==> src/tmpc_map.vh <==
`ifndef TMPC_MAP_VH
`define TMPC_MAP_VH

// Register indices; the APB byte address is four times the index
`define TMPC_IDX_CPM_LOW 6'h1e
`define TMPC_IDX_CPM_HIGH 6'h1f
`define TMPC_IDX_SEL_HI 6'h23
`define TMPC_IDX_FIRST_TRIGGER_TERMINAL 6'h24
`define TMPC_IDX_SECOND_TRIGGER_TERMINAL 6'h25
`define TMPC_IDX_MOD 6'h26
`define TMPC_IDX_MULTIPLEXED_OUTPUT_TERMINAL 6'h27
`define TMPC_IDX_STATUS 6'h28
`define TMPC_ADDR(idx) {idx, 2'b00}

// Field positions
`define TMPC_DRV_MSB 2
`define TMPC_DRV_LSB 0
`define TMPC_SEL_LO_MSB 7
`define TMPC_SEL_LO_LSB 3
`define TMPC_THR_MSB 5
`define TMPC_THR_LSB 0
`define TMPC_FLAG_BIT 6
`define TMPC_SELHI_W 4
`define TMPC_STAT_LOCK_BIT 3
`define TMPC_STAT_MUX_BIT 4

// Reset values
`define TMPC_FIRST_TRIGGER_TERMINAL_CFG_RST 8'h08
`define TMPC_SECOND_TRIGGER_TERMINAL_CFG_RST 8'h10
`define TMPC_MOD_CFG_RST 8'h18
`define TMPC_MULTIPLEXED_OUTPUT_TERMINAL_CFG_RST 8'h38
`define TMPC_SEL_HI_RST 4'h0
`define TMPC_THR_LOW_RST 6'h0a
`define TMPC_THR_HIGH_RST 6'h32

// Drive-state codes
`define TMPC_DRV_TRISTATE 3'h0
`define TMPC_DRV_OPEN_DRAIN 3'h1
`define TMPC_DRV_PUSH_PULL 3'h2
`define TMPC_DRV_RESERVED 3'h3
`define TMPC_DRV_GROUND 3'h4
`define TMPC_DRV_INV_OPEN_DRAIN 3'h5
`define TMPC_DRV_INV_PUSH_PULL 3'h6
`define TMPC_DRV_INPUT 3'h7

// Source-selection codes
`define TMPC_SEL_GROUND 6'h00
`define TMPC_SEL_SYNC_T1 6'h04
`define TMPC_SEL_SYNC_T2 6'h05
`define TMPC_SEL_SYNC_MOD 6'h06
`define TMPC_SEL_READBACK 6'h07
`define TMPC_SEL_RAMP_COMPARATOR_ZERO 6'h08
`define TMPC_SEL_RAMP_COMPARATOR_ONE 6'h09
`define TMPC_SEL_LOCK 6'h0a
`define TMPC_SEL_DLOCK 6'h0b
`define TMPC_SEL_CPM_GOOD 6'h0c
`define TMPC_SEL_CPM_HIGH 6'h0d
`define TMPC_SEL_CPM_LOW 6'h0e
`define TMPC_SEL_RAMP_LIM 6'h0f
`define TMPC_SEL_REF_DIV2 6'h10
`define TMPC_SEL_REF_DIV4 6'h11
`define TMPC_SEL_FB_DIV2 6'h12
`define TMPC_SEL_FB_DIV4 6'h13
`define TMPC_SEL_RAMP_COMPARATOR_ZERO_RAMP 6'h16
`define TMPC_SEL_RAMP_COMPARATOR_ONE_RAMP 6'h17
`define TMPC_SEL_FAST_LOCK 6'h1c
`define TMPC_SEL_CP_GAIN 6'h1d
`define TMPC_SEL_FLAG0 6'h1e
`define TMPC_SEL_FLAG1 6'h1f
`define TMPC_SEL_TRIG_A 6'h20
`define TMPC_SEL_TRIG_B 6'h21
`define TMPC_SEL_TRIG_C 6'h22
`define TMPC_SEL_REF_DIV 6'h23
`define TMPC_SEL_CP_UP 6'h24
`define TMPC_SEL_CP_DOWN 6'h25
`define TMPC_SEL_RAMP_DONE 6'h26

`endif

==> src/tmpc_top.v <==
`timescale 1ns/1ps
`include "tmpc_map.vh"

module tmpc_top (
    input wire core_clk,
    input wire rst_b,
    input wire psel,
    input wire penable,
    input wire pwrite,
    input wire [7:0] paddr,
    input wire [31:0] pwdata,
    output reg [31:0] prdata,
    output reg pready,
    output reg pslverr,
    input wire first_trigger_terminal_in,
    output wire first_trigger_terminal_out,
    output wire first_trigger_terminal_oe,
    input wire second_trigger_terminal_in,
    output wire second_trigger_terminal_out,
    output wire second_trigger_terminal_oe,
    input wire modulation_terminal_in,
    output wire modulation_terminal_out,
    output wire modulation_terminal_oe,
    input wire multiplexed_output_terminal_in,
    output wire multiplexed_output_terminal_out,
    output wire multiplexed_output_terminal_oe,
    output reg first_trigger_level,
    output reg second_trigger_level,
    output reg modulation_level,
    input wire readback_data,
    input wire ramp_comparator_zero,
    input wire ramp_comparator_one,
    input wire digital_lock,
    input wire [5:0] cp_voltage_code,
    input wire ramp_limit_exceeded,
    input wire ref_div_out,
    input wire fb_div_out,
    input wire ramp_comparator_zero_qual,
    input wire ramp_comparator_one_qual,
    input wire fast_lock_active,
    input wire charge_pump_gain,
    input wire ramp_flag_zero,
    input wire ramp_flag_one,
    input wire internal_trigger_a,
    input wire internal_trigger_b,
    input wire internal_trigger_c,
    input wire charge_pump_up_pulse,
    input wire charge_pump_down_pulse,
    input wire ramp_count_finished
);

    // Terminal order: 0 first trigger, 1 second trigger, 2 modulation, 3 mux out
    reg [7:0] cfg [0:3];
    reg [3:0] sel_hi;
    reg [5:0] thr_low;
    reg [5:0] thr_high;
    reg [3:0] pin_out;
    reg [3:0] pin_oe;
    reg [3:0] sync_meta;
    reg [3:0] sync_level;
    reg ref_prev;
    reg fb_prev;
    reg [1:0] ref_cnt;
    reg [1:0] fb_cnt;
    reg [63:0] src;
    reg [3:0] next_pin_out;
    reg [3:0] next_pin_oe;
    reg [31:0] next_prdata;
    reg next_pslverr;
    reg [1:0] drv;
    reg [5:0] sel;
    integer i;

    wire [3:0] term_in;
    wire cpm_low;
    wire cpm_high;
    wire cpm_good;
    wire combined_lock;
    wire setup_phase;
    wire wr_en;

    // Drive-state decode: returns {pin level, output enable}
    function [1:0] drive_pin;
        input [2:0] state;
        input s;
        begin
            case (state)
                `TMPC_DRV_OPEN_DRAIN: begin
                    drive_pin = {1'b0, ~s};
                end
                `TMPC_DRV_PUSH_PULL: begin
                    drive_pin = {s, 1'b1};
                end
                `TMPC_DRV_GROUND: begin
                    drive_pin = {1'b0, 1'b1};
                end
                `TMPC_DRV_INV_OPEN_DRAIN: begin
                    drive_pin = {1'b0, s};
                end
                `TMPC_DRV_INV_PUSH_PULL: begin
                    drive_pin = {~s, 1'b1};
                end
                default: begin
                    // Tristate, reserved and input leave the pin released
                    drive_pin = 2'h0;
                end
            endcase
        end
    endfunction

    // Full 6-bit selection of one terminal
    function [5:0] full_sel;
        input hi;
        input [7:0] c;
        begin
            full_sel = {hi, c[`TMPC_SEL_LO_MSB:`TMPC_SEL_LO_LSB]};
        end
    endfunction

    assign term_in = {multiplexed_output_terminal_in, modulation_terminal_in, second_trigger_terminal_in,
        first_trigger_terminal_in};

    // Pins come straight from the output flops
    assign first_trigger_terminal_out = pin_out[0];
    assign first_trigger_terminal_oe = pin_oe[0];
    assign second_trigger_terminal_out = pin_out[1];
    assign second_trigger_terminal_oe = pin_oe[1];
    assign modulation_terminal_out = pin_out[2];
    assign modulation_terminal_oe = pin_oe[2];
    assign multiplexed_output_terminal_out = pin_out[3];
    assign multiplexed_output_terminal_oe = pin_oe[3];

    // Charge pump window check against the programmed thresholds
    assign cpm_low = cp_voltage_code < thr_low;
    assign cpm_high = cp_voltage_code > thr_high;
    assign cpm_good = ~cpm_low & ~cpm_high;
    assign combined_lock = digital_lock & cpm_good;

    // APB phases; writes land on the access edge only
    assign setup_phase = psel & ~penable;
    assign wr_en = psel & penable & pready & pwrite;

    // Two-flop synchronizers for all four terminals; the mux-out one feeds status only
    always @(posedge core_clk or negedge rst_b) begin
        if (!rst_b) begin
            sync_meta <= 4'h0;
            sync_level <= 4'h0;
        end else begin
            sync_meta <= term_in;
            sync_level <= sync_meta;
        end
    end

    // Levels handed to the ramp engine, only while the terminal is an input
    always @(posedge core_clk or negedge rst_b) begin
        if (!rst_b) begin
            first_trigger_level <= 1'b0;
            second_trigger_level <= 1'b0;
            modulation_level <= 1'b0;
        end else begin
            first_trigger_level <= sync_level[0] & (cfg[0][`TMPC_DRV_MSB:`TMPC_DRV_LSB] == `TMPC_DRV_INPUT);
            second_trigger_level <= sync_level[1] & (cfg[1][`TMPC_DRV_MSB:`TMPC_DRV_LSB] == `TMPC_DRV_INPUT);
            modulation_level <= sync_level[2] & (cfg[2][`TMPC_DRV_MSB:`TMPC_DRV_LSB] == `TMPC_DRV_INPUT);
        end
    end

    // Divide-by-2 and divide-by-4 of both divider outputs, counted on rising edges
    always @(posedge core_clk or negedge rst_b) begin
        if (!rst_b) begin
            ref_prev <= 1'b0;
            fb_prev <= 1'b0;
            ref_cnt <= 2'h0;
            fb_cnt <= 2'h0;
        end else begin
            ref_prev <= ref_div_out;
            fb_prev <= fb_div_out;
            if (ref_div_out & ~ref_prev) begin
                ref_cnt <= ref_cnt + 2'h1;
            end
            if (fb_div_out & ~fb_prev) begin
                fb_cnt <= fb_cnt + 2'h1;
            end
        end
    end

    // Source table; codes not listed, reserved ones included, read as ground
    always @* begin
        src = 64'h0;
        src[`TMPC_SEL_GROUND] = 1'b0;
        src[`TMPC_SEL_SYNC_T1] = sync_level[0];
        src[`TMPC_SEL_SYNC_T2] = sync_level[1];
        src[`TMPC_SEL_SYNC_MOD] = sync_level[2];
        src[`TMPC_SEL_READBACK] = readback_data;
        src[`TMPC_SEL_RAMP_COMPARATOR_ZERO] = ramp_comparator_zero;
        src[`TMPC_SEL_RAMP_COMPARATOR_ONE] = ramp_comparator_one;
        src[`TMPC_SEL_LOCK] = combined_lock;
        src[`TMPC_SEL_DLOCK] = digital_lock;
        src[`TMPC_SEL_CPM_GOOD] = cpm_good;
        src[`TMPC_SEL_CPM_HIGH] = cpm_high;
        src[`TMPC_SEL_CPM_LOW] = cpm_low;
        src[`TMPC_SEL_RAMP_LIM] = ramp_limit_exceeded;
        src[`TMPC_SEL_REF_DIV2] = ref_cnt[0];
        src[`TMPC_SEL_REF_DIV4] = ref_cnt[1];
        src[`TMPC_SEL_FB_DIV2] = fb_cnt[0];
        src[`TMPC_SEL_FB_DIV4] = fb_cnt[1];
        src[`TMPC_SEL_RAMP_COMPARATOR_ZERO_RAMP] = ramp_comparator_zero_qual;
        src[`TMPC_SEL_RAMP_COMPARATOR_ONE_RAMP] = ramp_comparator_one_qual;
        src[`TMPC_SEL_FAST_LOCK] = fast_lock_active;
        src[`TMPC_SEL_CP_GAIN] = charge_pump_gain;
        src[`TMPC_SEL_FLAG0] = ramp_flag_zero;
        src[`TMPC_SEL_FLAG1] = ramp_flag_one;
        src[`TMPC_SEL_TRIG_A] = internal_trigger_a;
        src[`TMPC_SEL_TRIG_B] = internal_trigger_b;
        src[`TMPC_SEL_TRIG_C] = internal_trigger_c;
        src[`TMPC_SEL_REF_DIV] = ref_div_out;
        src[`TMPC_SEL_CP_UP] = charge_pump_up_pulse;
        src[`TMPC_SEL_CP_DOWN] = charge_pump_down_pulse;
        src[`TMPC_SEL_RAMP_DONE] = ramp_count_finished;
    end

    // Per-terminal selection and drive; input codes 1..3 give ground
    always @* begin
        next_pin_out = 4'h0;
        next_pin_oe = 4'h0;
        drv = 2'h0;
        sel = 6'h0;
        for (i = 0; i < 4; i = i + 1) begin
            sel = full_sel(sel_hi[i], cfg[i]);
            drv = drive_pin(cfg[i][`TMPC_DRV_MSB:`TMPC_DRV_LSB], src[sel]);
            next_pin_out[i] = drv[1];
            next_pin_oe[i] = drv[0];
        end
    end

    // Output flops for all four terminals
    always @(posedge core_clk or negedge rst_b) begin
        if (!rst_b) begin
            pin_out <= 4'h0;
            pin_oe <= 4'h0;
        end else begin
            pin_out <= next_pin_out;
            pin_oe <= next_pin_oe;
        end
    end

    // Read mux, prepared during the setup phase
    always @* begin
        next_prdata = 32'h0;
        next_pslverr = 1'b0;
        case (paddr)
            `TMPC_ADDR(`TMPC_IDX_CPM_LOW): begin
                next_prdata[`TMPC_THR_MSB:`TMPC_THR_LSB] = thr_low;
                next_prdata[`TMPC_FLAG_BIT] = ~cpm_low;
            end
            `TMPC_ADDR(`TMPC_IDX_CPM_HIGH): begin
                next_prdata[`TMPC_THR_MSB:`TMPC_THR_LSB] = thr_high;
                next_prdata[`TMPC_FLAG_BIT] = cpm_high;
            end
            `TMPC_ADDR(`TMPC_IDX_SEL_HI): begin
                next_prdata[3:0] = sel_hi;
            end
            `TMPC_ADDR(`TMPC_IDX_FIRST_TRIGGER_TERMINAL): begin
                next_prdata[7:0] = cfg[0];
            end
            `TMPC_ADDR(`TMPC_IDX_SECOND_TRIGGER_TERMINAL): begin
                next_prdata[7:0] = cfg[1];
            end
            `TMPC_ADDR(`TMPC_IDX_MOD): begin
                next_prdata[7:0] = cfg[2];
            end
            `TMPC_ADDR(`TMPC_IDX_MULTIPLEXED_OUTPUT_TERMINAL): begin
                next_prdata[7:0] = cfg[3];
            end
            `TMPC_ADDR(`TMPC_IDX_STATUS): begin
                next_prdata[2:0] = sync_level[2:0];
                next_prdata[`TMPC_STAT_MUX_BIT] = sync_level[3];
                next_prdata[`TMPC_STAT_LOCK_BIT] = combined_lock;
            end
            default: begin
                next_pslverr = 1'b1;
            end
        endcase
    end

    // APB answer: one access cycle, ready always on the first access edge
    always @(posedge core_clk or negedge rst_b) begin
        if (!rst_b) begin
            pready <= 1'b0;
            pslverr <= 1'b0;
            prdata <= 32'h0;
        end else begin
            pready <= setup_phase;
            if (setup_phase) begin
                pslverr <= next_pslverr;
                prdata <= pwrite ? 32'h0 : next_prdata;
            end else begin
                pslverr <= 1'b0;
                prdata <= 32'h0;
            end
        end
    end

    // Register writes; read-only flags and the status word ignore writes
    always @(posedge core_clk or negedge rst_b) begin
        if (!rst_b) begin
            cfg[0] <= `TMPC_FIRST_TRIGGER_TERMINAL_CFG_RST;
            cfg[1] <= `TMPC_SECOND_TRIGGER_TERMINAL_CFG_RST;
            cfg[2] <= `TMPC_MOD_CFG_RST;
            cfg[3] <= `TMPC_MULTIPLEXED_OUTPUT_TERMINAL_CFG_RST;
            sel_hi <= `TMPC_SEL_HI_RST;
            thr_low <= `TMPC_THR_LOW_RST;
            thr_high <= `TMPC_THR_HIGH_RST;
        end else if (wr_en) begin
            case (paddr)
                `TMPC_ADDR(`TMPC_IDX_CPM_LOW): begin
                    thr_low <= pwdata[`TMPC_THR_MSB:`TMPC_THR_LSB];
                end
                `TMPC_ADDR(`TMPC_IDX_CPM_HIGH): begin
                    thr_high <= pwdata[`TMPC_THR_MSB:`TMPC_THR_LSB];
                end
                `TMPC_ADDR(`TMPC_IDX_SEL_HI): begin
                    sel_hi <= pwdata[`TMPC_SELHI_W-1:0];
                end
                `TMPC_ADDR(`TMPC_IDX_FIRST_TRIGGER_TERMINAL): begin
                    cfg[0] <= pwdata[7:0];
                end
                `TMPC_ADDR(`TMPC_IDX_SECOND_TRIGGER_TERMINAL): begin
                    cfg[1] <= pwdata[7:0];
                end
                `TMPC_ADDR(`TMPC_IDX_MOD): begin
                    cfg[2] <= pwdata[7:0];
                end
                `TMPC_ADDR(`TMPC_IDX_MULTIPLEXED_OUTPUT_TERMINAL): begin
                    cfg[3] <= pwdata[7:0];
                end
                default: begin
                    sel_hi <= sel_hi;
                end
            endcase
        end
    end

endmodule // tmpc_top

==> config.mk <==
export PLATFORM = sky130hd
export DESIGN_NAME = tmpc_top
export DESIGN_NICKNAME = d
export VERILOG_FILES = /design/src/tmpc_top.v
export VERILOG_INCLUDE_DIRS = /design/src /design/src/src
export SDC_FILE = /design/constraint.sdc
export NUM_CORES = 1
export LEC_CHECK = 0
export BUFFER_PORTS_ARGS = -buffer_cell sky130_fd_sc_hd__buf_4
export CAP_MARGIN = 0
export CORE_MARGIN = 2
export CORE_UTILIZATION = 49
export DETAILED_ROUTE_END_ITERATION = 8
export PLACE_DENSITY = 0.77
export SLEW_MARGIN = 20
export SYNTH_ARGS = -nofsm -noshare
export SYNTH_HDL_FRONTEND = slang
export SYNTH_SLANG_ARGS = --single-unit
==> constraint.sdc <==
create_clock -name core_clk -period 2.3 [get_ports core_clk]
set_input_delay 0.345 -clock core_clk [delete_from_list [all_inputs] [get_ports core_clk]]
set_output_delay 0.345 -clock core_clk [all_outputs]
set_load 0.01 [all_outputs]
---- Word-level counts from Yosys, hierarchy flattened ----
Cells that the tools add are included.
W data, S select, Z words.
storage, ports and cells
  bits of input ports ..................... 74
  flip-flop bits (word level) ............. 107
  output and inout port bits .............. 45
operators by class
  $add $sub $neg .......................... 2
  bitwise operators ....................... 20
  order comparisons ....................... 6
  reduce and logical (&&, ||, !) cells .... 8
  muxes and demuxes ....................... 20
  equality and inequality tests ........... 31
operators by type and width
  cell                   number
  $eq A8 B8 Y1 const B   6
  $eq A3 B3 Y1 const B   15
  $pmux W2 S5            4
  $pmux W4 S8            1
  $lt A6 B7 Y1 const B   4
  $bmux W1 S6            4
  $eq A8 B7 Y1 const B   2
  $mux W8                2
  $reduce_and A2 Y1      7
  $eq A3 B1 Y1 const B   4
  $eq A3 B2 Y1 const B   4
  $pmux W2 S6            1
  $and A1 B1 Y1          11
  $not A1 Y1             9
  $reduce_or A8 Y1       1
  $pmux W1 S7            1
  $gt A6 B6 Y1           1
  $lt A6 B6 Y1           1
  $mux W1                6
  $add A2 B1 Y2 const B  2
  $pmux W1 S4            1

---- Depth between registers and ports, before layout ----
Gate-level depths: netlist of the first run.
  depth in word-level cells ............... 8
  depth in mapped cells ................... 10

---- Worst setup path before layout of the first run ----
No wires, ideal clock.
  path kind ............................... flip-flop to flip-flop
  start point ............................. reg thr_high[4]
  end point ............................... reg pin_oe[1]
  required time ........................... 2.171 ns
  buffers on the path ..................... 1
  data arrival time ....................... 2.351 ns
  stages on the path, launching flop included .. 11
  library setup time ...................... 0.129 ns
  setup slack ............................. -0.180 ns
  cells stage by stage .................... dfstp_2 inv_1 ha_1 a21oi_1 a21boi_0 o31a_1 buf_2 and2_1 o311ai_1 a31o_2 a21oi_1
between the ends
  cells in the longest elaborated chain, start to end .. 8
RTL lines
  element                            line            RTL
  start: declaration                 tmpc_top.v:56   reg [5:0] thr_high;
  start signal: assignment           tmpc_top.v:312  thr_high <= `TMPC_THR_HIGH_RST;
  start signal: assignment           tmpc_top.v:319  thr_high <= pwdata[`TMPC_THR_MSB:`TMPC_THR_LSB];
  $gt A6 B6 Y1 (*)                   tmpc_top.v:135  assign cpm_high = cp_voltage_code > thr_high;
  $not A1 Y1                         tmpc_top.v:136  assign cpm_good = ~cpm_low & ~cpm_high;
  $and A1 B1 Y1                      tmpc_top.v:136
  $and A1 B1 Y1                      tmpc_top.v:137  assign combined_lock = digital_lock & cpm_good;
  $bmux W1 S6 (*)                    tmpc_top.v:229  drv = drive_pin(cfg[i][`TMPC_DRV_MSB:`TMPC_DRV_LSB], src[sel]);
  $mux W1 (not written as such) (*)  tmpc_top.v:229
  $not A1 Y1                         tmpc_top.v:89   drive_pin = {1'b0, ~s};
  $pmux W2 S5 (*)                    tmpc_top.v:87   case (state)
  named net next_pin_oe[1]           tmpc_top.v:67   reg [3:0] next_pin_oe;
  end signal: assignment             tmpc_top.v:242  pin_oe <= next_pin_oe;
  end: declaration                   tmpc_top.v:58   reg [3:0] pin_oe;
Mark *: on every way through the listed nets, which the timed path passes. The rest lies on a longest branch. The select of a mux whose other input is x is not followed.
A chain may end at the register's enable or synchronous reset.

---- Worst setup path in the final report of the first run ----
  start point ............................. reg thr_low[3]
  end point ............................... reg pin_oe[2]
between the ends
  cells in the longest elaborated chain, start to end .. 8
RTL lines
  element                            line            RTL
  start: declaration                 tmpc_top.v:55   reg [5:0] thr_low;
  start signal: assignment           tmpc_top.v:311  thr_low <= `TMPC_THR_LOW_RST;
  start signal: assignment           tmpc_top.v:316  thr_low <= pwdata[`TMPC_THR_MSB:`TMPC_THR_LSB];
  $lt A6 B6 Y1 (*)                   tmpc_top.v:134  assign cpm_low = cp_voltage_code < thr_low;
  $not A1 Y1                         tmpc_top.v:136
  $and A1 B1 Y1                      tmpc_top.v:136
  $and A1 B1 Y1                      tmpc_top.v:137
  $bmux W1 S6 (*)                    tmpc_top.v:229
  $mux W1 (not written as such) (*)  tmpc_top.v:229
  $not A1 Y1                         tmpc_top.v:89
  $pmux W2 S5 (*)                    tmpc_top.v:87
  named net next_pin_oe[2]           tmpc_top.v:67
Marked as above.

==> summary.md, run 1 <==
| Metric | Value |
|---|---|
| Status | finished, violations left |
| Failing checks | negative setup slack |
| Placed cell area | 0.00616 sq mm |
| CTS tree | yes |
| Worst reg-to-reg setup slack | -0.32 ns |
| Design Area, Final | 0.00676 sq mm |
| Finished Layout Cells | 744 |
| Startpoint types | flop |
| Count of input and output buffers | 70 |
| Drt wl/cell | 20.8 microns |
| Tot GR Track Use | 0.279 |
| Period utilisation layout | 1.14 |
| Worst reg2reg path startpoint | thr_low[3]$_DFFE_PN1P_ |
| Clock buffer depth | 2 |
| WS Path Type | flop to flop |
| RR Endpoint | pin_oe[2]$_DFF_PN0_ |
| Die Y | 106 microns |
| Power Density | 499 mW/mm^2 |
| Endpoint class of the critical path | flop |
| Die ar. | 0.0113 sq mm |
| Starting Density | 0.501 |
| Clock latency on the worst-skew pair | 0.36 ns |
| Worst clock skew | 0.00905 ns |
| Slowest stage delay, CP | 0.55 ns |
| RSZ-0062 raised after global routing | true |
| Worst Setup SP | thr_low[3]$_DFFE_PN1P_ |
| Fraction of registers with async set/reset | 1.00 |
| Maximum vdd drop | 0.448 mV |
| CP Cell Sequence | inv_2 > ha_4 > nand4_1 > o21ai_4 > buf_4 > a41oi_1 > o41a_2 > a311oi_2 > a21oi_1 |
| TNS Setup | -1.34 ns |
| Max cap viols | 0 |
| Yosys reg bits | 83 |
| Post-route DRC | 0 |
| CTS buffer count | 9 |
| Hold worst-path end | sync_meta[2]$_DFF_PN0_ |
| I/O pins | 119 |
| Met3 Usage GRT | 0.0613 |
| Clk slew on worst S/H paths | 0.09 ns |
| P_leak | 2.93 nW |
| Chip width | 106 microns |
| Mapped Avg Cell Area | 10.7 sq um |
| Area Growth Syn to Fin | 31.7% |
| CTS Sinks | 83 |
| Buf/Inv on CP | 2 |
| ANT cells | 0 |
| Distinct cells, synth | 69 |
| Post-synth EDFFs | 0 |
| Dominant cells by area after synthesis | dfrtp_1 (35%), mux2_2 (8.8%), dfstp_2 (6.1%), mux4_2 (6.1%), buf_4 (3.7%) |
| DP HPWL | 11100 microns |
| First-pass GRT wire length | 23800 microns |
| Drt pass-1 iters | 6 |
| CP top delay family | compound AO/OA/AOI/OAI gates |
| Worst-path cell with the longest stage delay | dfstp_2 |
| GPL Wtd Cong | 0.955 |
| Nets | 688 |
| Gr ovfl total | 0 |
| Hold Crit Depth | 1 |
| Post-synth top area share | 0.346 |
| Slew of the pin with the lowest slew margin | 0.543 ns |
| Hold wc startpoint | modulation_terminal_in |
| Ys flop type | dfrtp_1 |
| Hold WC Path Type | primary input to flop |
| Post-route ant nets | 0 |
| CP arrival | 2.86 ns |
| Req. time, crit path | 2.55 ns |
| Initial antenna violation count | 0 |
| Worst relative slew slack | 0.638 |
| Share of layout cells above drive strength 1 | 0.459 |
| Vias/cell | 6.11 |
| Initial detailed-routing violation count | 539 |
| Min Tclk post-route | 2.62 ns |
| # setup viols final | 8 |
| Crit path max fanout | 4 |
| Setup ws final | -0.315 ns |
| Met2 Resource Use GR | 0.446 |
| Largest net degree at the start of global routing | 43 |
| Most Crowded Layer GR | met2 |
| Vias | 4547 |
| Fin. max-slew vios | 0 |
| Placed cells | 721 |
| Routed WL | 15500 microns |
| Mapped Cells | 480 |
| H-tree lvl count | 3 |
| Synth area leader | dfrtp_1 |
| Achievable Freq | 382 MHz |
| Num rows | 37 |
| Synth warn | 0 |
| Met1 Use GR | 0.362 |
| Cell Area, Synth | 0.00513 sq mm |
| Cell chosen for the clock root | clkbuf_8 |
| Hold slack | 0.0883 ns |
| Final hold violations | 0 |
| Register-to-Register Path Depth | 9 |
| Core region area | 0.0102 sq mm |
| Register area share after synthesis | 0.408 |
| Total power | 3.37 mW |
| Vias in the first global route | 4482 |
-- routing by layer --
layer | share of wire | vias to the layer above
li1 | - | 2010
met1 | 0.39 | 2207
met2 | 0.47 | 272
met3 | 0.10 | 58
met4 | 0.043 | 0
met5 | 0 | -
-- cell usage in the layout, fill, tap and decap left out, types with 10 or more instances in the layout --
cell	n
a21oi_1	15
buf_4	129
conb_1	24
dfrtp_1	71
dfstp_2	12
inv_1	24
mux2_2	40
mux2i_1	14
mux4_2	14
nand2_1	32
nand2b_1	10
nand3_1	12
nor2_1	13
nor3_1	11
o21ai_0	15
-- synthesized netlist by cell type (all sizes together), types with 3 or more instances --
library cell	count
a22oi	9
and2	4
buf	36
nand3	13
nand2	34
o31ai	5
nor2	14
or3	3
inv	26
nor3	12
a311oi	7
dfstp	12
a31o	8
a41oi	3
nand3b	5
mux2i	14
clkbuf	11
o311ai	7
a211o	3
a22o	4
mux4	14
mux2	40
o211ai	8
o21ai	16
a31oi	8
and4	4
dfrtp	71
or2	5
xnor2	4
nand2b	10
a221oi	3
a222oi	5
a21oi	23
ha	11
-- worst reg2reg max path: stages (launching register included) --
cell and delay, ns:
dfstp_2 0.55, inv_2 0.05, ha_4 0.26, nand4_1 0.19, o21ai_4 0.28, buf_4 0.16, a41oi_1 0.13, o41a_2 0.48
a311oi_2 0.33, a21oi_1 0.07
-- logic make-up after synthesis --
logic type	Yosys count	synth area share
DFF	83	0.408
muxes	68	0.177
buffers and inverters	73	0.0763
and+or+nand+nor	118	0.131
other	1	0.000731
AOI/OAI and AO/OA	122	0.173
adders and majority gates	11	0.0268
xor gates and xnor gates	4	0.00683
-- area by class of cell --
cell class / count / area (sq um)
clock buffer: 9 / 124
clock inverter: 7 / 124
fill: 807 / 3470
inverter: 26 / 97.6
multi-input combinational: 347 / 3080
sequential: 83 / 2090
tap: 136 / 170
timing repair buffer: 136 / 1070
-- what timing repair did --
action                     CTS  global route
resized for setup           18            33
pin swaps                   22            15
hold buffers                 1             0
setup endpoints to repair    8             9
hold endpoints to repair    41             0
buffers inserted             3             4
-- power by group --
group          total (mW)  internal, mW  switching [mW]
Combinational       0.492         0.254           0.239
Sequential           1.57          1.51          0.0604
Clock                1.31         0.732           0.573
-- sequential cells by signal, indices dropped and copies added, names as in the netlist --
signal	count
cfg	24
fb_cnt	2
fb_prev	1
first_trigger_level	1
full_sel.c	8
modulation_level	1
pin_oe	4
pin_out	4
prdata	8
pready	1
pslverr	1
ref_cnt	2
ref_prev	1
second_trigger_level	1
sel_hi	4
sync_level	4
sync_meta	4
thr_high	6
thr_low	6
-- stage by stage --
step | utilization | setup slack [ns]
detailed placement | 0.602 | -0.367
CTS | 0.638 | -0.235
global route | 0.661 | -0.363
finish | 0.661 | -0.315
floorplan | - | -0.0264
global placement | 0.602 | -0.274
-- how the worst max path moves through the flow --
stage	endpoint	slack, ns	cells past startpoint
final	pin_oe[2]$_DFF_PN0_	-0.32	9
after detailed placement	pin_oe[1]$_DFF_PN0_	-0.37	8
after floorplan	pin_oe[1]$_DFF_PN0_	-0.03	9
after global placement	pin_oe[1]$_DFF_PN0_	-0.27	8
after global routing	pin_oe[2]$_DFF_PN0_	-0.36	9
after CTS	pin_out[1]$_DFF_PN0_	-0.24	10
Note: power is estimated with default switching activity, not from simulation.
==> inputs of run 2 (changes only) <==
--- a/config.mk
+++ b/config.mk
@@ -11,5 +11,5 @@
 export CORE_MARGIN = 2
-export CORE_UTILIZATION = 49
+export CORE_UTILIZATION = 55
 export DETAILED_ROUTE_END_ITERATION = 8
-export PLACE_DENSITY = 0.77
+export PLACE_DENSITY = 0.81
 export SLEW_MARGIN = 20
==> constraint.sdc (replaced) <==
create_clock -name core_clk -period 2.65 [get_ports core_clk]
set_input_delay 0.3975 -clock core_clk [delete_from_list [all_inputs] [get_ports core_clk]]
set_output_delay 0.3975 -clock core_clk [all_outputs]
set_load 0.1 [all_outputs]
==> summary.md, run 2 (synthesized netlist as in run 1, its figures left out) <==
| Metric | Value |
|---|---|
| Status | finished, final reports clean (was finished, violations left) |
| GPL Wtd Cong | 0.927 (was 0.955) |
| Startpoint types | flop (unchanged) |
| Commonest non-fill, non-tap cell in the layout | buf_4 (unchanged) |
| Hold slack | 0.0332 ns (was 0.0883 ns) |
| Clock buffer depth | 2 (unchanged) |
| I/O pins | 119 (unchanged) |
| Register Area | 0.00210 sq mm (was 0.00209 sq mm) |
| Worst relative slew slack | 0.495 (was 0.638) |
| CTS buffer count | 9 (unchanged) |
| Initial detailed-routing violation count | 534 (was 539) |
| Area Growth Syn to Fin | 20.0% (was 31.7%) |
| Post-route ant nets | 0 (unchanged) |
| Biggest register | cfg (unchanged) |
| Achievable Freq | 388 MHz (was 382 MHz) |
| Worst clock skew | 0.0105 ns (was 0.00905 ns) |
| Tot GR Track Use | 0.287 (was 0.279) |
| CTS Sinks | 83 (unchanged) |
| Slew of the pin with the lowest slew margin | 0.758 ns (was 0.543 ns) |
| Routed WL | 14300 microns (was 15500 microns) |
| Slowest stage delay, CP | 0.55 ns (about the same) |
| WS Path Type | flop to flop (unchanged) |
| Worst-path cell with the longest stage delay | dfstp_2 (unchanged) |
| Register-to-Register Path Depth | 10 (was 9) |
| Count of input and output buffers | 70 (unchanged) |
| H-tree lvl count | 3 (unchanged) |
| Clk slew on worst S/H paths | 0.09 ns (about the same) |
| Post-route DRC | 0 (unchanged) |
| Drt wl/cell | 21.1 microns (was 20.8 microns) |
| Max cap viols | 0 (unchanged) |
| DP HPWL | 10200 microns (was 11100 microns) |
| Maximum vdd drop | 0.308 mV (was 0.448 mV) |
| Largest net degree at the start of global routing | 84 (was 43) |
| Endpoint class of the critical path | flop (unchanged) |
| Initial antenna violation count | 0 (unchanged) |
| Starting Density | 0.560 (was 0.501) |
| Req. time, crit path | 2.93 ns (was 2.55 ns) |
| Setup ws final | 0.0714 ns (was -0.315 ns) |
| Cell chosen for the clock root | clkbuf_8 (unchanged) |
| Hold_buf cts | 0 (was 1) |
| Util after Layout | 0.673 (was 0.661) |
| Die Y | 101 microns (was 106 microns) |
| Die ar. | 0.0101 sq mm (was 0.0113 sq mm) |
| Fin. max-slew vios | 0 (unchanged) |
| Total power | 2.80 mW (was 3.37 mW) |
| First-pass GRT wire length | 22100 microns (was 23800 microns) |
| Share of layout cells above drive strength 1 | 0.401 (was 0.459) |
| P_leak | 2.65 nW (was 2.93 nW) |
| Chip width | 101 microns (was 106 microns) |
| Final hold violations | 0 (unchanged) |
| Dpl ws | -0.0912 ns (was -0.367 ns) |
| Largest register FFs | 24 (unchanged) |
| Nets | 646 (was 688) |
| Area of the multi-input gates | 0.00293 sq mm (was 0.00308 sq mm) |
| CP arrival | 2.86 ns (about the same) |
| Gr ovfl total | 0 (unchanged) |
| Hold WC Path Type | primary input to asynchronous set/reset pin (was primary input to flop) |
| Drt pass-1 iters | 5 (was 6) |
| Crit path max fanout | 5 (was 4) |
| ANT cells | 0 (unchanged) |
| Min Tclk post-route | 2.58 ns (was 2.62 ns) |
| Power Density | 455 mW/mm^2 (was 499 mW/mm^2) |
| CP Cell Sequence | inv_2 > ha_4 > nand4_1 > buf_4 > a21oi_4 > o31a_1 > o31ai_2 > o2111ai_2 > a31o_2 > a21oi_1 (was inv_2 > ha_4 > nand4_1 > o21ai_4 > buf_4 > a41oi_1 > o41a_2 > a311oi_2 > a21oi_1) |
| CTS tree | yes (unchanged) |
| Clock latency on the worst-skew pair | 0.37 ns (was 0.36 ns) |
| Period utilisation layout | 0.973 (was 1.14) |
| Core region area | 0.00915 sq mm (was 0.0102 sq mm) |
| Commonest cells after routing, fill and taps aside | buf_4 (92), dfrtp_1 (71), mux2_2 (40), nand2_1 (32) (was buf_4 (129), dfrtp_1 (71), mux2_2 (40), nand2_1 (32)) |
| Num rows | 35 (was 37) |
| Vias | 4470 (was 4547) |
| Fillers | 669 (was 807) |
| # setup viols final | 0 (was 8) |
| Vias in the first global route | 4262 (was 4482) |
| Vias/cell | 6.60 (was 6.11) |
==> run 2: cell count changes in the layout (fill, tap and decap cells not counted), sizes merged <==
cell / before / now
buf: 135 / 93
bufinv: 3 / 1
clkbuf: 9 / 11
clkinv: 2 / 4
dlygate4sd3: 1 / 0
inv: 28 / 26
o31a: 1 / 2
==> run 2: path summary, 6_finish.rpt <==
| check | to | start | slack, ns |
|---|---|---|---|
| max in group asynchronous | sync_meta[2]$_DFF_PN0_ | rst_b | 2.06 |
| max reg2reg | pin_oe[3]$_DFF_PN0_ | thr_high[5]$_DFFE_PN1P_ | 0.07 |
| max | pin_oe[3]$_DFF_PN0_ | thr_high[5]$_DFFE_PN1P_ | 0.07 |
| min reg2reg | sync_level[2]$_DFF_PN0_ | sync_meta[2]$_DFF_PN0_ | 0.35 |
| min | pready$_DFF_PN0_ | rst_b | 0.03 |
| min in group core_clk | sync_meta[0]$_DFF_PN0_ | first_trigger_terminal_in | 0.13 |
==> run 2: per-layer routing <==
metal  routed length (microns)  global-route usage
met5                         0                   0
met4                       366               0.113
met3                      1220              0.0499
met2                      7010               0.462
met1                      5680               0.388
==> run 2: critical path, delay by kind of cell (launching register included) <==
family          cells  cell delay (ns)
fa+ha+maj           1             0.21
compound gates      6             1.43
simple gates        1             0.11
flops               1             0.55
buf+inv             2             0.18
==> run 2: power breakdown <==
| group | leakage, nW | switching (mW) | internal [mW] | total (mW) |
|---|---|---|---|---|
| registers | 1.06 | 0.0767 | 1.31 | 1.39 |
| logic | 1.50 | 0.316 | 0.177 | 0.494 |
| clock network | 0.0971 | 0.482 | 0.434 | 0.916 |
==> run 2: repair_timing <==
action                                  CTS  global route
pin swaps                                 8            18
resized for setup                        15            24
endpoints found under the hold margin     0             0
cloned                                    1             0
buffers inserted                          3             3
endpoints found under the setup margin    8             8
==> run 2: stage by stage <==
step / setup TNS (ns) / instances / instance area [sq um]
after floorplan: 0 / 503 / 5220
after global placement: -0.210 / 655 / 5720
after detailed placement: -0.415 / 655 / 5720
after CTS: 0 / 675 / 6010
after global routing: -0.0482 / 677 / 6160
final: 0 / 677 / 6160
==> run 2: cell type report <==
class / count / area share
clock buffer: 11 / 0.0213
inverter: 26 / 0.0159
timing repair buffer: 93 / 0.114
tap: 111 / 0.0226
clock inverter: 5 / 0.00874
multi-input combinational: 348 / 0.476
sequential: 83 / 0.341
==> inputs of run 3 (changes only) <==
Settings changed: PLACE_DENSITY 0.81 to 0.78, TNS_END_PERCENT set to 100.
==> summary.md, run 3 (synthesized netlist as in run 1, its figures left out) <==
| Metric | Value |
|---|---|
| Maximum vdd drop | 0.241 mV (was 0.308 mV) |
| WS Path Type | flop to flop (unchanged) |
| Die Y | 101 microns (unchanged) |
| Worst reg2reg path startpoint | thr_high[5]$_DFFE_PN1P_ (unchanged) |
| P_leak | 2.73 nW (was 2.65 nW) |
| Starting Density | 0.560 (unchanged) |
| Startpoint types | flop (unchanged) |
| Tot GR Track Use | 0.291 (was 0.287) |
| Achievable Freq | 378 MHz (was 388 MHz) |
| Clock latency on the worst-skew pair | 0.36 ns (was 0.37 ns) |
| Largest net degree at the start of global routing | 46 (was 84) |
| Worst relative slew slack | 0.625 (was 0.495) |
| Register-to-Register Path Depth | 11 (was 10) |
| CP arrival | 2.88 ns (was 2.86 ns) |
| Share of layout cells above drive strength 1 | 0.411 (was 0.401) |
| Hold WC Path Type | primary input to asynchronous set/reset pin (unchanged) |
| Count of input and output buffers | 70 (unchanged) |
| Largest register FFs | 24 (unchanged) |
| Core region area | 0.00915 sq mm (unchanged) |
| Routed WL | 14400 microns (was 14300 microns) |
| Worst reg-to-reg setup slack | 0.003 ns (was 0.07 ns) |
| Final hold violations | 0 (unchanged) |
| CP Cell Sequence | inv_2 > ha_4 > nand4_1 > buf_4 > a21oi_4 > o31ai_2 > buf_4 > a41oi_2 > o41a_2 > a311oi_2 > a21oi_2 (was inv_2 > ha_4 > nand4_1 > buf_4 > a21oi_4 > o31a_1 > o31ai_2 > o2111ai_2 > a31o_2 > a21oi_1) |
| RSZ-0062 raised after global routing | true |
| # setup viols final | 0 (unchanged) |
| CP most frequent cell | buf_4 |
| Vias | 4445 (was 4470) |
| Slowest stage delay, CP | 0.57 ns (was 0.55 ns) |
| Buf/Inv on CP | 3 (was 2) |
| Fillers | 696 (was 669) |
| Clk slew on worst S/H paths | 0.08 ns (was 0.09 ns) |
| DP HPWL | 10200 microns (about the same) |
| Commonest cells after routing, fill and taps aside | buf_4 (98), dfrtp_1 (71), mux2_2 (40), nand2_1 (32) (was buf_4 (92), dfrtp_1 (71), mux2_2 (40), nand2_1 (32)) |
| H-tree lvl count | 3 (unchanged) |
| Max cap viols | 0 (unchanged) |
| CTS Sinks | 83 (unchanged) |
| Power Density | 465 mW/mm^2 (was 455 mW/mm^2) |
| Vias in the first global route | 4238 (was 4262) |
| Gr ovfl total | 0 (unchanged) |
| Commonest non-fill, non-tap cell in the layout | buf_4 (unchanged) |
| Worst-path cell with the longest stage delay | o41a_2 (was dfstp_2) |
| Period utilisation layout | 0.999 (was 0.973) |
| Initial detailed-routing violation count | 589 (was 534) |
| CTS buffer count | 9 (unchanged) |
| ANT cells | 0 (unchanged) |
| Chip width | 101 microns (unchanged) |
| Area Growth Syn to Fin | 23.0% (was 20.0%) |
| GPL Wtd Cong | 0.893 (was 0.927) |
| Initial antenna violation count | 0 (unchanged) |
| Post-route ant nets | 0 (unchanged) |
| Post-route DRC | 0 (unchanged) |
| Status | finished, final reports clean (unchanged) |
| Worst Setup SP | thr_high[5]$_DFFE_PN1P_ (unchanged) |
| TNS Setup | 0 ns (unchanged) |
| Drt wl/cell | 21.1 microns (about the same) |
| Crit path max fanout | 4 (was 5) |
| Endpoint class of the critical path | flop (unchanged) |
| Vias/cell | 6.51 (was 6.60) |
| Num rows | 35 (unchanged) |
| Hold_buf cts | 0 (unchanged) |
| Biggest register | cfg (unchanged) |
| Worst clock skew | 0.0153 ns (was 0.0105 ns) |
| RR Endpoint | pin_oe[1]$_DFF_PN0_ (was pin_oe[3]$_DFF_PN0_) |
| Drt pass-1 iters | 5 (unchanged) |
| Cell chosen for the clock root | clkbuf_8 (unchanged) |
| Req. time, crit path | 2.88 ns (was 2.93 ns) |
| CTS tree | yes (unchanged) |
| Slew of the pin with the lowest slew margin | 0.563 ns (was 0.758 ns) |
| Die ar. | 0.0101 sq mm (unchanged) |
| Clock buffer depth | 2 (unchanged) |
| Hold slack | 0.00498 ns (was 0.0332 ns) |
| First-pass GRT wire length | 22400 microns (was 22100 microns) |
| CP top delay family | compound AO/OA/AOI/OAI gates (unchanged) |
| Nets | 652 (was 646) |
| I/O pins | 119 (unchanged) |
| Min Tclk post-route | 2.65 ns (was 2.58 ns) |
| Fin. max-slew vios | 0 (unchanged) |
run 3: power breakdown:
| group | leakage [nW] | switching [mW] | internal (mW) |
|---|---|---|---|
| registers | 1.06 | 0.0739 | 1.31 |
| clock network | 0.117 | 0.456 | 0.583 |
| logic | 1.55 | 0.323 | 0.185 |
| total | 2.73 | 0.853 | 2.08 |
run 3: worst max path at each step:
stage                                 to  slack (ns)  depth (start not counted)
finish               pin_oe[1]$_DFF_PN0_       0.003                         11
CTS                  pin_oe[2]$_DFF_PN0_       0.005                         11
global placement    pin_out[2]$_DFF_PN0_       -0.03                         10
detailed placement  pin_out[2]$_DFF_PN0_       -0.10                         11
global route         pin_oe[1]$_DFF_PN0_       -0.08                         11
floorplan            pin_oe[1]$_DFF_PN0_        0.17                         10
run 3: timing repair:
action                                  CTS  global route
resized for setup                        22            24
cloned                                    0             0
pin swaps                                 8            21
setup buffers                             4             3
endpoints found under the setup margin    8             8
run 3: final cells by class:
type / count / area (sq um) / area share
Clock buffer: 12 / 155 / 0.0246
Clock inverter: 4 / 73.8 / 0.0117
Inverter: 26 / 97.6 / 0.0155
Tap cell: 111 / 139 / 0.0220
Sequential cell: 83 / 2100 / 0.332
Timing Repair Buffer: 100 / 767 / 0.122
Multi-Input combinational cell: 347 / 2980 / 0.473
run 3: worst reg2reg max path, cell delays in order (launching register included):
cell and delay [ns]:
dfstp_2 0.56, inv_2 0.05, ha_4 0.21, nand4_1 0.12, buf_4 0.14, a21oi_4 0.04, o31ai_2 0.24, buf_4 0.17
a41oi_2 0.11, o41a_2 0.57, a311oi_2 0.28, a21oi_2 0.05
run 3: layer usage:
| metal | track usage | vias to the layer above | share of wire | wire [microns] |
|---|---|---|---|---|
| li1 | - | 1934 | - | - |
| met1 | 0.392 | 2164 | 0.39 | 5570 |
| met2 | 0.476 | 290 | 0.49 | 6990 |
| met3 | 0.0527 | 57 | 0.096 | 1380 |
| met4 | 0.103 | 0 | 0.030 | 437 |
| met5 | 0 | - | 0 | 0 |
run 3: metrics by stage:
step / util / std cells / power [mW] / worst slack [ns] / instance area [sq um]
2_1_floorplan: - / 503 / 1.74 / 0.170 / 5220
3_3_place_gp: 0.631 / 660 / 1.88 / -0.0341 / 5770
3_5_place_dp: 0.631 / 660 / 1.89 / -0.104 / 5770
4_1_cts: 0.672 / 680 / 2.93 / 0.00489 / 6150
5_1_grt: 0.690 / 683 / 3.03 / -0.0789 / 6310
6_report: 0.690 / 683 / 2.93 / 0.00329 / 6310
